--- src/hdl/tsf_pkg.sv ---
// Overview of operation
// - set underflow (bit 3) when transmitter wants data and none waits.
// - underflow never rises before at least one bit has been sent.
// - reading the event status register clears underflow, overflow and done.
// - set overflow (bit 2) when data is written before previous byte was sent.
// - set done (bit 1) when a byte finishes and no further data waits.
// - done rises only after at least one bit has been sent.
// - empty (bit 0) sets on load into shifter, clears on data write.
// - flags set and readable regardless of interrupt-enable settings.
// - all transmit flags read zero while not in transmit mode.
// - event status register is read-only; bits 7:4 read zero.
// - each data byte goes out bit 0 first, its highest valid bit last.
// - each valid-mask bit marks its data bit valid (1) or invalid (0).
// - 64-bit spreading code in eight byte registers, low byte lowest address.
// - valid bit sends data, invalid sends preamble; shift until no valid left.
// - code spreads each bit, 64 chips or 32-chip half, chip 0 first.
// - interrupt-enable register holds one enable per flag, same positions.
package tsf_pkg;

  // ---------------------------------------------------------------
  // register map
  // ---------------------------------------------------------------
  localparam logic [5:0] ADDR_TX_IRQ_EN = 6'h0D;
  localparam logic [5:0] ADDR_TX_EVENT_FLAGS = 6'h0E;
  localparam logic [5:0] ADDR_TX_DATA_BYTE = 6'h0F;
  localparam logic [5:0] ADDR_TX_BIT_VALID_MASK = 6'h10;
  localparam logic [5:0] ADDR_CODE_FIRST = 6'h11;
  localparam logic [5:0] ADDR_CODE_LAST = 6'h18;

  // ---------------------------------------------------------------
  // flag positions and reset values
  // ---------------------------------------------------------------
  localparam int FLAG_EMPTY = 0;
  localparam int FLAG_DONE = 1;
  localparam int FLAG_OVERFLOW = 2;
  localparam int FLAG_UNDERFLOW = 3;
  localparam logic [3:0] FLAGS_RESET = 4'h0;
  localparam logic [7:0] IRQ_EN_RESET = 8'h00;
  localparam logic [7:0] VALID_MASK_RESET = 8'h00;
  localparam logic [7:0] DATA_RESET = 8'h00;
  localparam logic [63:0] CODE_RESET = 64'h1E8B_6A3D_E0E9_B222;

  // ---------------------------------------------------------------
  // spreading lengths
  // ---------------------------------------------------------------
  localparam logic [5:0] CHIPS_LONG_LAST = 6'h3F;
  localparam logic [5:0] CHIPS_SHORT_LAST = 6'h1F;

  // shifter states
  typedef enum logic [1:0] {
    TSF_IDLE = 2'b00,
    TSF_SHIFT = 2'b01,
    TSF_WAIT = 2'b10
  } tsf_state_e;

endpackage

--- src/hdl/tsf_pair_buf.sv ---
module tsf_pair_buf #(
  parameter int WIDTH = 2
) (
  input wire logic mclk,
  input wire logic sys_rst,
  input wire logic in_valid,
  output logic in_ready,
  input wire logic [WIDTH-1:0] in_data,
  output logic out_valid,
  input wire logic out_ready,
  output logic [WIDTH-1:0] out_data
);

  // -----------------------------------------------------------------
  // two-entry store
  // -----------------------------------------------------------------
  logic [WIDTH-1:0] slot [0:1];
  logic wr_ptr;
  logic rd_ptr;
  logic [1:0] count;
  logic push;
  logic pop;

  // honest full and empty
  assign in_ready = (count != 2'd2);
  assign out_valid = (count != 2'd0);
  assign out_data = slot[rd_ptr];
  assign push = in_valid && in_ready;
  assign pop = out_valid && out_ready;

  // entry writes
  always_ff @(posedge mclk or posedge sys_rst) begin
    if (sys_rst) begin
      slot[0] <= '0;
      slot[1] <= '0;
    end else if (push) begin
      slot[wr_ptr] <= in_data;
    end
  end

  // pointers and occupancy
  always_ff @(posedge mclk or posedge sys_rst) begin
    if (sys_rst) begin
      wr_ptr <= 1'b0;
      rd_ptr <= 1'b0;
      count <= 2'd0;
    end else begin
      if (push) begin
        wr_ptr <= ~wr_ptr;
      end
      if (pop) begin
        rd_ptr <= ~rd_ptr;
      end
      case ({push, pop})
        2'b10: count <= count + 2'd1;
        2'b01: count <= count - 2'd1;
        default: count <= count;
      endcase
    end
  end

endmodule

--- src/hdl/tsf_tx_serializer.sv ---
module tsf_tx_serializer (
  input wire logic mclk,
  input wire logic sys_rst,
  // register access port
  input wire logic [5:0] reg_addr,
  input wire logic [7:0] reg_wdata,
  input wire logic reg_wr,
  input wire logic reg_rd,
  output logic [7:0] reg_rdata,
  // mode bits from the mode register
  input wire logic tx_mode_en,
  input wire logic rx_mode_en,
  input wire logic short_code,
  // chip stream toward the modulator
  output logic chip_valid,
  output logic chip_data,
  output logic chip_preamble,
  input wire logic chip_ready,
  // interrupt
  output logic tx_irq
);

  // -----------------------------------------------------------------
  // registers and state
  // -----------------------------------------------------------------
  logic [7:0] irq_en;
  logic [7:0] valid_mask;
  logic [63:0] spreading_code_bytes;
  logic [3:0] flags;
  logic flag_underflow;
  logic flag_overflow;
  logic flag_done;
  logic flag_empty;
  logic [7:0] hold_data;
  logic [7:0] hold_valid;
  logic hold_full;
  logic [7:0] sh_data;
  logic [7:0] sh_valid;
  logic [5:0] chip_cnt;
  logic sent_any;
  tsf_pkg::tsf_state_e state;

  logic tx_mode;
  logic wr_data;
  logic rd_flags;
  logic load;
  logic bit_end;
  logic byte_end;
  logic buf_in_valid;
  logic buf_in_ready;
  logic [1:0] buf_in_data;
  logic [1:0] buf_out_data;
  logic [5:0] chip_last;
  logic cur_bit;
  logic cur_valid;
  logic code_chip;
  logic underflow_set;
  logic overflow_set;
  logic done_set;

  // byte lane of the spreading code at a given address
  function automatic logic [2:0] code_lane(input logic [5:0] addr);
    logic [5:0] diff;
    diff = addr - tsf_pkg::ADDR_CODE_FIRST;
    return diff[2:0];
  endfunction

  // address falls inside the spreading code window
  function automatic logic in_code(input logic [5:0] addr);
    return (addr >= tsf_pkg::ADDR_CODE_FIRST) && (addr <= tsf_pkg::ADDR_CODE_LAST);
  endfunction

  // -----------------------------------------------------------------
  // decode
  // -----------------------------------------------------------------
  // transmit mode only while transmit is on and receive is off
  assign tx_mode = tx_mode_en && !rx_mode_en;
  assign wr_data = reg_wr && (reg_addr == tsf_pkg::ADDR_TX_DATA_BYTE);
  assign rd_flags = reg_rd && (reg_addr == tsf_pkg::ADDR_TX_EVENT_FLAGS);
  assign chip_last = short_code ? tsf_pkg::CHIPS_SHORT_LAST : tsf_pkg::CHIPS_LONG_LAST;

  // current bit and its spreading chip
  assign cur_bit = sh_data[0];
  assign cur_valid = sh_valid[0];
  assign code_chip = spreading_code_bytes[chip_cnt];

  // a bit ends on its last chip being accepted
  assign bit_end = (state == tsf_pkg::TSF_SHIFT) && buf_in_ready && (chip_cnt == chip_last);
  // the byte ends when no valid bits remain after this shift
  assign byte_end = bit_end && ((sh_valid >> 1) == 8'h00);
  // shifter takes the held byte when idle or waiting, or at the end of a byte
  assign load = tx_mode && hold_full && ((state != tsf_pkg::TSF_SHIFT) || byte_end);

  // chips: data bit 1 sends code, 0 sends inverse; preamble sends code
  assign buf_in_valid = (state == tsf_pkg::TSF_SHIFT);
  assign buf_in_data[0] = cur_valid ? (code_chip ^ ~cur_bit) : code_chip;
  assign buf_in_data[1] = ~cur_valid;

  // -----------------------------------------------------------------
  // output buffer
  // -----------------------------------------------------------------
  tsf_pair_buf #(
    .WIDTH(2)
  ) u_buf (
    .mclk(mclk),
    .sys_rst(sys_rst),
    .in_valid(buf_in_valid),
    .in_ready(buf_in_ready),
    .in_data(buf_in_data),
    .out_valid(chip_valid),
    .out_ready(chip_ready),
    .out_data(buf_out_data)
  );

  assign chip_data = buf_out_data[0];
  assign chip_preamble = buf_out_data[1];

  // -----------------------------------------------------------------
  // software registers
  // -----------------------------------------------------------------
  // interrupt enable and valid mask
  always_ff @(posedge mclk or posedge sys_rst) begin
    if (sys_rst) begin
      irq_en <= tsf_pkg::IRQ_EN_RESET;
      valid_mask <= tsf_pkg::VALID_MASK_RESET;
    end else if (reg_wr) begin
      if (reg_addr == tsf_pkg::ADDR_TX_IRQ_EN) begin
        irq_en <= {4'h0, reg_wdata[3:0]};
      end
      if (reg_addr == tsf_pkg::ADDR_TX_BIT_VALID_MASK) begin
        valid_mask <= reg_wdata;
      end
    end
  end

  // spreading code bytes, low byte at the lowest address
  always_ff @(posedge mclk or posedge sys_rst) begin
    if (sys_rst) begin
      spreading_code_bytes <= tsf_pkg::CODE_RESET;
    end else if (reg_wr && in_code(reg_addr)) begin
      spreading_code_bytes[code_lane(reg_addr)*8 +: 8] <= reg_wdata;
    end
  end

  // holding register: written by host, emptied by the shifter
  always_ff @(posedge mclk or posedge sys_rst) begin
    if (sys_rst) begin
      hold_data <= tsf_pkg::DATA_RESET;
      hold_valid <= tsf_pkg::VALID_MASK_RESET;
      hold_full <= 1'b0;
    end else begin
      if (wr_data) begin
        hold_data <= reg_wdata;
        hold_valid <= valid_mask;
        hold_full <= 1'b1;
      end else if (load || !tx_mode) begin
        hold_full <= 1'b0;
      end
    end
  end

  // -----------------------------------------------------------------
  // shifter
  // -----------------------------------------------------------------
  // state, shift and chip count
  always_ff @(posedge mclk or posedge sys_rst) begin
    if (sys_rst) begin
      state <= tsf_pkg::TSF_IDLE;
      sh_data <= tsf_pkg::DATA_RESET;
      sh_valid <= tsf_pkg::VALID_MASK_RESET;
      chip_cnt <= 6'h00;
    end else if (!tx_mode) begin
      state <= tsf_pkg::TSF_IDLE;
      chip_cnt <= 6'h00;
    end else begin
      case (state)
        tsf_pkg::TSF_IDLE, tsf_pkg::TSF_WAIT: begin
          if (load) begin
            sh_data <= hold_data;
            sh_valid <= hold_valid;
            chip_cnt <= 6'h00;
            state <= (hold_valid == 8'h00) ? tsf_pkg::TSF_WAIT : tsf_pkg::TSF_SHIFT;
          end
        end
        tsf_pkg::TSF_SHIFT: begin
          if (buf_in_ready) begin
            chip_cnt <= bit_end ? 6'h00 : chip_cnt + 6'h01;
          end
          if (load) begin
            sh_data <= hold_data;
            sh_valid <= hold_valid;
            state <= (hold_valid == 8'h00) ? tsf_pkg::TSF_WAIT : tsf_pkg::TSF_SHIFT;
          end else if (byte_end) begin
            state <= tsf_pkg::TSF_WAIT;
          end else if (bit_end) begin
            sh_data <= sh_data >> 1;
            sh_valid <= sh_valid >> 1;
          end
        end
        default: begin
          state <= tsf_pkg::TSF_IDLE;
        end
      endcase
    end
  end

  // remembers that a bit went out since transmit mode began
  always_ff @(posedge mclk or posedge sys_rst) begin
    if (sys_rst) begin
      sent_any <= 1'b0;
    end else if (!tx_mode) begin
      sent_any <= 1'b0;
    end else if (bit_end) begin
      sent_any <= 1'b1;
    end
  end

  // -----------------------------------------------------------------
  // event flags
  // -----------------------------------------------------------------
  // set conditions; a set in the cycle of a clearing read wins
  assign underflow_set = (state == tsf_pkg::TSF_WAIT) && !hold_full && buf_in_ready && sent_any;
  assign overflow_set = wr_data && hold_full && !load;
  assign done_set = byte_end && !hold_full;

  // underflow: waiting for data after a sent bit
  always_ff @(posedge mclk or posedge sys_rst) begin
    if (sys_rst) begin
      flag_underflow <= tsf_pkg::FLAGS_RESET[tsf_pkg::FLAG_UNDERFLOW];
    end else if (!tx_mode) begin
      flag_underflow <= tsf_pkg::FLAGS_RESET[tsf_pkg::FLAG_UNDERFLOW];
    end else if (underflow_set) begin
      flag_underflow <= 1'b1;
    end else if (rd_flags) begin
      flag_underflow <= 1'b0;
    end
  end

  // overflow: new byte while the previous is still held
  always_ff @(posedge mclk or posedge sys_rst) begin
    if (sys_rst) begin
      flag_overflow <= tsf_pkg::FLAGS_RESET[tsf_pkg::FLAG_OVERFLOW];
    end else if (!tx_mode) begin
      flag_overflow <= tsf_pkg::FLAGS_RESET[tsf_pkg::FLAG_OVERFLOW];
    end else if (overflow_set) begin
      flag_overflow <= 1'b1;
    end else if (rd_flags) begin
      flag_overflow <= 1'b0;
    end
  end

  // done: a byte ended and nothing waits
  always_ff @(posedge mclk or posedge sys_rst) begin
    if (sys_rst) begin
      flag_done <= tsf_pkg::FLAGS_RESET[tsf_pkg::FLAG_DONE];
    end else if (!tx_mode) begin
      flag_done <= tsf_pkg::FLAGS_RESET[tsf_pkg::FLAG_DONE];
    end else if (done_set) begin
      flag_done <= 1'b1;
    end else if (rd_flags) begin
      flag_done <= 1'b0;
    end
  end

  // empty: a data write clears, a load sets; reads leave it alone
  always_ff @(posedge mclk or posedge sys_rst) begin
    if (sys_rst) begin
      flag_empty <= tsf_pkg::FLAGS_RESET[tsf_pkg::FLAG_EMPTY];
    end else if (!tx_mode) begin
      flag_empty <= tsf_pkg::FLAGS_RESET[tsf_pkg::FLAG_EMPTY];
    end else if (wr_data) begin
      flag_empty <= 1'b0;
    end else if (load) begin
      flag_empty <= 1'b1;
    end
  end

  // status view in register bit order: underflow, overflow, done, empty
  assign flags = {flag_underflow, flag_overflow, flag_done, flag_empty};

  // -----------------------------------------------------------------
  // read path and interrupt
  // -----------------------------------------------------------------
  // registered read data, zero for unmapped or write-only addresses
  always_ff @(posedge mclk or posedge sys_rst) begin
    if (sys_rst) begin
      reg_rdata <= 8'h00;
    end else if (reg_rd) begin
      if (reg_addr == tsf_pkg::ADDR_TX_EVENT_FLAGS) begin
        reg_rdata <= tx_mode ? {4'h0, flags} : 8'h00;
      end else if (reg_addr == tsf_pkg::ADDR_TX_IRQ_EN) begin
        reg_rdata <= irq_en;
      end else if (reg_addr == tsf_pkg::ADDR_TX_BIT_VALID_MASK) begin
        reg_rdata <= valid_mask;
      end else if (in_code(reg_addr)) begin
        reg_rdata <= spreading_code_bytes[code_lane(reg_addr)*8 +: 8];
      end else begin
        reg_rdata <= 8'h00;
      end
    end
  end

  // level interrupt from enabled flags
  assign tx_irq = |(flags & irq_en[3:0]);

endmodule

--- config.mk ---
export PLATFORM = sky130hd
export DESIGN_NAME = tsf_tx_serializer
export DESIGN_NICKNAME = d
export VERILOG_FILES = /design/src/hdl/tsf_pkg.sv /design/src/hdl/tsf_pair_buf.sv /design/src/hdl/tsf_tx_serializer.sv
export SDC_FILE = /design/constraint.sdc
export NUM_CORES = 1
export LEC_CHECK = 0
export ABC_CLOCK_PERIOD_IN_PS = 4480
export BUFFER_PORTS_ARGS = -buffer_cell sky130_fd_sc_hd__buf_4
export CAP_MARGIN = 15
export CORE_ASPECT_RATIO = 1.1
export CORE_MARGIN = 10
export CORE_UTILIZATION = 50
export CTS_CLUSTER_DIAMETER = 30
export DETAILED_ROUTE_END_ITERATION = 8
export PLACE_DENSITY = 0.67
export REMOVE_ABC_BUFFERS = 1
export SLEW_MARGIN = 10
export SYNTH_ARGS = -nofsm -noshare
export SYNTH_HDL_FRONTEND = slang
export SYNTH_SLANG_ARGS = --single-unit
--- constraint.sdc ---
create_clock -name mclk -period 4.48 [get_ports mclk]
set_clock_uncertainty 0.2 [all_clocks]
set_input_delay 0.224 -clock mclk [delete_from_list [all_inputs] [get_ports mclk]]
set_output_delay 0.224 -clock mclk [all_outputs]
set_load 0.005 [all_outputs]
# Word-level counts from Yosys, hierarchy flattened
# Index checks and enable logic that the tools add are counted.
[word_totals]
register_bits = 138
output_inout_bits = 12
wordCells = 156
[op_classes]
addsub = 5
order_cmp = 6
eq_ne = 23
shifts = 3
mux = 52
bitwise = 8
reduce_logical = 38
[ops]
columns = ["op", "n"]
rows = [
  ["two-way mux 8 bit", 12],
  ["bitwise mux 64 bit", 1],
  ["variable shift 8 x 34 -> 64 bit (first input constant)", 1],
  ["indexed part select 64 x 7 -> 8 bit", 1],
  ["indexed part select 8 x 34 -> 64 bit", 1],
  ["negation 6 -> 34 bit", 1],
  ["case mux 8 bit (2 select lines)", 2],
  ["two-way mux 6 bit", 5],
  ["equality test 6 x 4 -> 1 bit (second input constant)", 3],
  ["logical AND 1 bit", 18],
  ["two-way mux 2 bit", 9],
  ["zero test 8 bit", 2],
  ["two-way mux 1 bit", 16],
  ["!= test 3 x 1 -> 1 bit (second input constant)", 5],
  ["!= test 3 bit (second input constant)", 4],
  ["case mux 6 bit (2 select lines)", 1],
  ["case mux 2 bit (2 select lines)", 2],
  ["nonzero test 2 bit", 4],
  ["< comparator 6 x 7 -> 1 bit (second input constant)", 1],
  ["adder 6 x 1 -> 6 bit (second input constant)", 1],
  ["binary-select mux 1 bit (select 6 bit)", 1],
  ["equality test 6 x 5 -> 1 bit (second input constant)", 1],
  ["equality test 6 bit", 1],
  [">= comparator 6 x 5 -> 1 bit (second input constant)", 1],
  ["other kinds (26)", 41],
]

# Logic depth before layout (Yosys ltp)
[depth]
word_depth = 10
mapped_depth = 13
ltp_nobuf = 9

# Hierarchy
# Synthesis repeated with hierarchy kept, for this count alone.
[hier_totals]
cells_unflattened = 620
hier_area_um2 = 7288.2
[modules_own_cells]
columns = ["mod", "instances", "cells_per_inst", "area_per_inst_um2", "seq_area_each_um2"]
rows = [
  ["tsf_tx_serializer", 1, 592, 6894.1, 3291.9],
  ["tsf_pair_buf", 1, 28, 394.1, 200.2],
]

# Worst setup path before layout
# No wires, ideal clock.
[synth_path]
path_kind = "input-to-reg"
start = "input port reg_addr[0]"
end = "register spreading_code_bytes[17]"
arrival_time_ps = 2923
required_time_ps = 4154
setup_slack_ps = 1231
stages = 13
cell_sequence = "buf_1 > inv_1 > ha_1 > xor2_4 > inv_2 > ha_1 > buf_1 > inv_1 > or2_2 > clkbuf_1 > buf_2 > nand2_1 > o21ai_0"
[synth_between]
elab_chain_cells = 4
elab_cells_between_ends = 9
[synth_rtl]
columns = ["element", "line_no", "rtl"]
rows = [
  ["start: declaration", "tsf_tx_serializer.sv:5", "input wire logic [5:0] reg_addr,"],
  ["subtractor 3 x 1 -> 3 bit", "tsf_tx_serializer.sv:64", "diff = addr - tsf_pkg::ADDR_CODE_FIRST;"],
  ["negation 6 -> 34 bit", "tsf_tx_serializer.sv:141", "spreading_code_bytes[code_lane(reg_addr)*8 +: 8] <= reg_wdata;"],
  ["indexed part select 8 x 34 -> 64 bit / variable shift 8 x 34 -> 64 bit (equally long branches)", "tsf_tx_serializer.sv:141", ""],
  ["bitwise mux 64 bit", "tsf_tx_serializer.sv:141", ""],
  ["end signal: assignment", "tsf_tx_serializer.sv:139", "spreading_code_bytes <= tsf_pkg::CODE_RESET;"],
  ["end signal: indexed assignment", "tsf_tx_serializer.sv:141", ""],
  ["end: declaration", "tsf_tx_serializer.sv:28", "logic [63:0] spreading_code_bytes;"],
]
# Several ways; a longest one is shown, not always the timed one.
# A chain may end at the register's enable or synchronous reset.

# Worst setup path in the final report
[layout_path]
start = "register chip_cnt[1]"
end = "register sh_data[5]"
[layout_between]
elab_chain_cells = 7
elab_cells_between_ends = 11
[layout_rtl]
columns = ["element", "line_no", "rtl"]
rows = [
  ["start: declaration", "tsf_tx_serializer.sv:39", "logic [5:0] chip_cnt;"],
  ["start signal: assignment", "tsf_tx_serializer.sv:187", "chip_cnt <= bit_end ? 6'h00 : chip_cnt + 6'h01;"],
  ["equality test 6 bit *", "tsf_tx_serializer.sv:88", "assign bit_end = (state == tsf_pkg::TSF_SHIFT) && buf_in_ready && (chip_cnt == chip_last);"],
  ["logical AND 1 bit *", "tsf_tx_serializer.sv:88", ""],
  ["logical AND 1 bit", "tsf_tx_serializer.sv:90", "assign byte_end = bit_end && ((sh_valid >> 1) == 8'h00);"],
  ["logical OR 1 bit", "tsf_tx_serializer.sv:92", "assign load = tx_mode && hold_full && ((state != tsf_pkg::TSF_SHIFT) || byte_end);"],
  ["logical AND 1 bit", "tsf_tx_serializer.sv:92", ""],
  ["!= test 3 bit (no source line), or another cell as far along", "--", ""],
  ["AND reduction 5 bit (no source line) / case mux 8 bit (2 select lines) (equally long branches)", "--", ""],
  ["end signal: assignment", "tsf_tx_serializer.sv:169", "sh_data <= tsf_pkg::DATA_RESET;"],
  ["end signal: assignment", "tsf_tx_serializer.sv:179", "sh_data <= hold_data;"],
  ["end signal: assignment", "tsf_tx_serializer.sv:190", "sh_data <= hold_data;"],
  ["end: declaration", "tsf_tx_serializer.sv:37", "logic [7:0] sh_data;"],
]
# Mark *: on every way between the ends. The rest lies on a longest branch, timed or not.

==> impl_metrics.json <==
{
  "outcome": "finished clean",
  "drive_above_1_share": 0.350,
  "clkTransAtPathRegs_ns": 0.06,
  "worst_setup_path_end_kind": "flop",
  "io_buffer_count": 33,
  "netlist_instances": 608,
  "drtIter0Drc": 409,
  "layout_min_cycle_time_ns": 3.02,
  "rsz0062_at_grt": "false",
  "cts-buffers-inserted": 17,
  "setup_slack_ns": 1.46,
  "grt_max_degree": 109,
  "cts_num_sinks": 138,
  "p_leak_uw": 0.00372,
  "pin_count": 34,
  "synth_ff_type": "dfrtp_1",
  "syn_area_um2": 7250,
  "worstHoldPathType": "input pin to flop",
  "die_w_um": 135,
  "utilization": 0.586,
  "wl_per_cell_um": 21.4,
  "worst_slew_pin_slew_ns": 0.949,
  "max_slew_margin": 0.368,
  "synth_top_area_share": 0.370,
  "cp.arrival_ns": 3.09,
  "ant_nets": 0,
  "ys_seq_area_frac": 0.482,
  "cap_violations": 0,
  "gr-total-overflow": 0,
  "start_util": 0.506,
  "grt_first_pass_wirelength_um": 29800,
  "pwr_density_cell_nw_per_um2": 389,
  "fp.dieH_um": 146,
  "grtUsageTotal": 0.192,
  "wirelength_um": 18300,
  "dp.final_hpwl_um": 13100,
  "tns_ns": 0,
  "diodes": 0,
  "dp_slack_ns": 1.19,
  "synth_seq_cells": 138,
  "via_count": 5103,
  "dieArea_um2": 19700,
  "path_max_fanout": 21,
  "area_delta_synth_final_pct": 15.9,
  "finalSetupViolCount": 0,
  "cts_root_buf": "clkbuf_16",
  "slew_violations": 0,
  "critPathRequiredTime_ns": 4.54,
  "clock_latency_ns": 0.42,
  "crit_path_start_kind": "flop",
  "synth_cell_types": 60,
  "final_common_cell": "dfrtp_1",
  "gp_congestion": 1.00,
  "clock_path_buffers": 2,
  "synth_enable_flop_cells": 0,
  "whs_ns": 0.109,
  "peakVddDrop_uv": 268,
  "synth_area_leaders": "dfrtp_1 (37%), mux2_2 (12%), dfstp_2 (11%), mux4_2 (9.3%), mux2i_1 (3.3%)",
  "synth.largest_area_cell": "dfrtp_1",
  "cts_tree": "built",
  "finalHoldViolCount": 0,
  "avgSynthCellArea_um2": 11.9,
  "synth_warnings": 0,
  "dr.pass1.iters": 4,
  "cts_resized": 0,
  "grt_pass1_vias": 5289,
  "critPathKind": "flop to flop",
  "viasPerCell": 5.97,
  "core_area_um2": 14300,
  "fin_nets": 680,
  "drc": 0,
  "final_cell_mix": "dfrtp_1 (107), mux2_2 (80), nand2_1 (64), o21ai_0 (47), buf_4 (41)",
  "antenna_found_initial": 0,
  "async_reset_ff_frac": 1.00,
  "rows": 46,
  "clock.fmax_mhz": 331,
  "htreeDepth": 4,
  "timing.final.crit_share": 0.675
}
==> report_power, final <==
| group | leakage (uW) | switching [uW] | internal, uW |
|---|---|---|---|
| combinational | 0.00164 | 192 | 187 |
| sequential | 0.00177 | 88.4 | 1370 |
| clock | 0.000303 | 520 | 917 |
==> stage by stage <==
stage | area, um2 | cells | power (uW)
floorplan | 7100 | 577 | 1690
global placement | 7650 | 810 | 1820
detailed placement | 7650 | 810 | 1840
CTS | 8400 | 855 | 3290
global route | 8400 | 855 | 3390
finish | 8400 | 855 | 3270
==> layout make-up <==
type | count | area, um2
Fill cell | 1167 | 5930
Multi-Input combinational cell | 418 | 3530
Sequential cell | 138 | 3490
Clock buffer | 21 | 470
Timing Repair Buffer | 54 | 438
Tap cell | 192 | 240
Clock inverter | 11 | 144
Inverter | 21 | 83.8
==> worst max-delay path, cell delays in order (launching register included) <==
cell and delay (ns):
dfrtp_1 0.33, buf_4 0.33, ha_1 0.30, nand4_1 0.13
nor4_2 0.27, buf_4 0.19, nand3_2 0.15, o21ai_4 0.60
mux2i_1 0.25, o21ai_0 0.09
==> Yosys cell counts, types with 3 or more instances <==
cell,number
nor2_1,24
nand4_2,3
buf_2,9
ha_1,8
clkbuf_1,14
nand3_1,11
o21ai_0,47
dfrtp_1,107
nor4_1,4
nand2_1,64
nand3b_1,3
a221o_1,4
mux2i_1,24
dfstp_2,31
mux4_2,30
a22oi_1,8
o22ai_1,4
nand2b_1,8
mux2_2,80
inv_1,20
and2_1,18
nor3_1,3
nand4_1,5
nor2b_1,10
xnor2_1,3
buf_1,5
a21oi_1,14
==> logic make-up (layout without fill, tap and decap cells) <==
group | after synthesis | after routing | share of synthesized area
multiplexers | 134 | 134 | 0.251
buffers and inverters | 52 | 107 | 0.0307
XOR/XNOR | 6 | 6 | 0.00984
AND/OR/NAND/NOR | 172 | 172 | 0.127
flip-flops | 138 | 138 | 0.482
AO/OA/AOI/OAI | 98 | 98 | 0.0855
adder cells (fa/ha/maj) | 8 | 8 | 0.0138
==> path summary, 6_finish.rpt <==
kind / from / to / slack, ns / cells past startpoint
setup / recovery: chip_cnt[1] / sh_data[5] / 1.46 / 9
hold / removal: reg_wr / irq_en[3] / 0.11 / 3
setup reg to reg: chip_cnt[1] / sh_data[5] / 1.46 / 9
hold reg to reg: sh_data[2] / sh_data[2] / 0.28 / 2
max in group asynchronous: sys_rst / spreading_code_bytes[37] / 2.71 / 4
min in group asynchronous: sys_rst / u_buf.count[1] / 0.37 / 3
==> metal layers <==
metal	wire [um]	share of wire	GRT usage	vias up
li1	-	-	-	2301
met1	7690	0.42	0.245	2613
met2	8990	0.49	0.304	152
met3	970	0.053	0.0381	37
met4	626	0.034	0.0937	0
met5	0	0	0	-
==> state kept, by name, indices dropped and copies added, names as in the netlist, 4 cells and up <==
| signal | cells |
|---|---|
| chip_cnt | 6 |
| hold_data | 8 |
| hold_valid | 8 |
| irq_en | 4 |
| reg_rdata | 8 |
| sh_data | 8 |
| sh_valid | 8 |
| spreading_code_bytes | 64 |
| u_buf.slot | 4 |
| valid_mask | 8 |
==> what timing repair did <==
item / CTS / global route
setup endpoints to repair: 0 / 0
hold endpoints to repair: 148 / 0
hold buffers: 13 / 0
buffers inserted: 0 / 0
(Power assumes the default switching activity.)
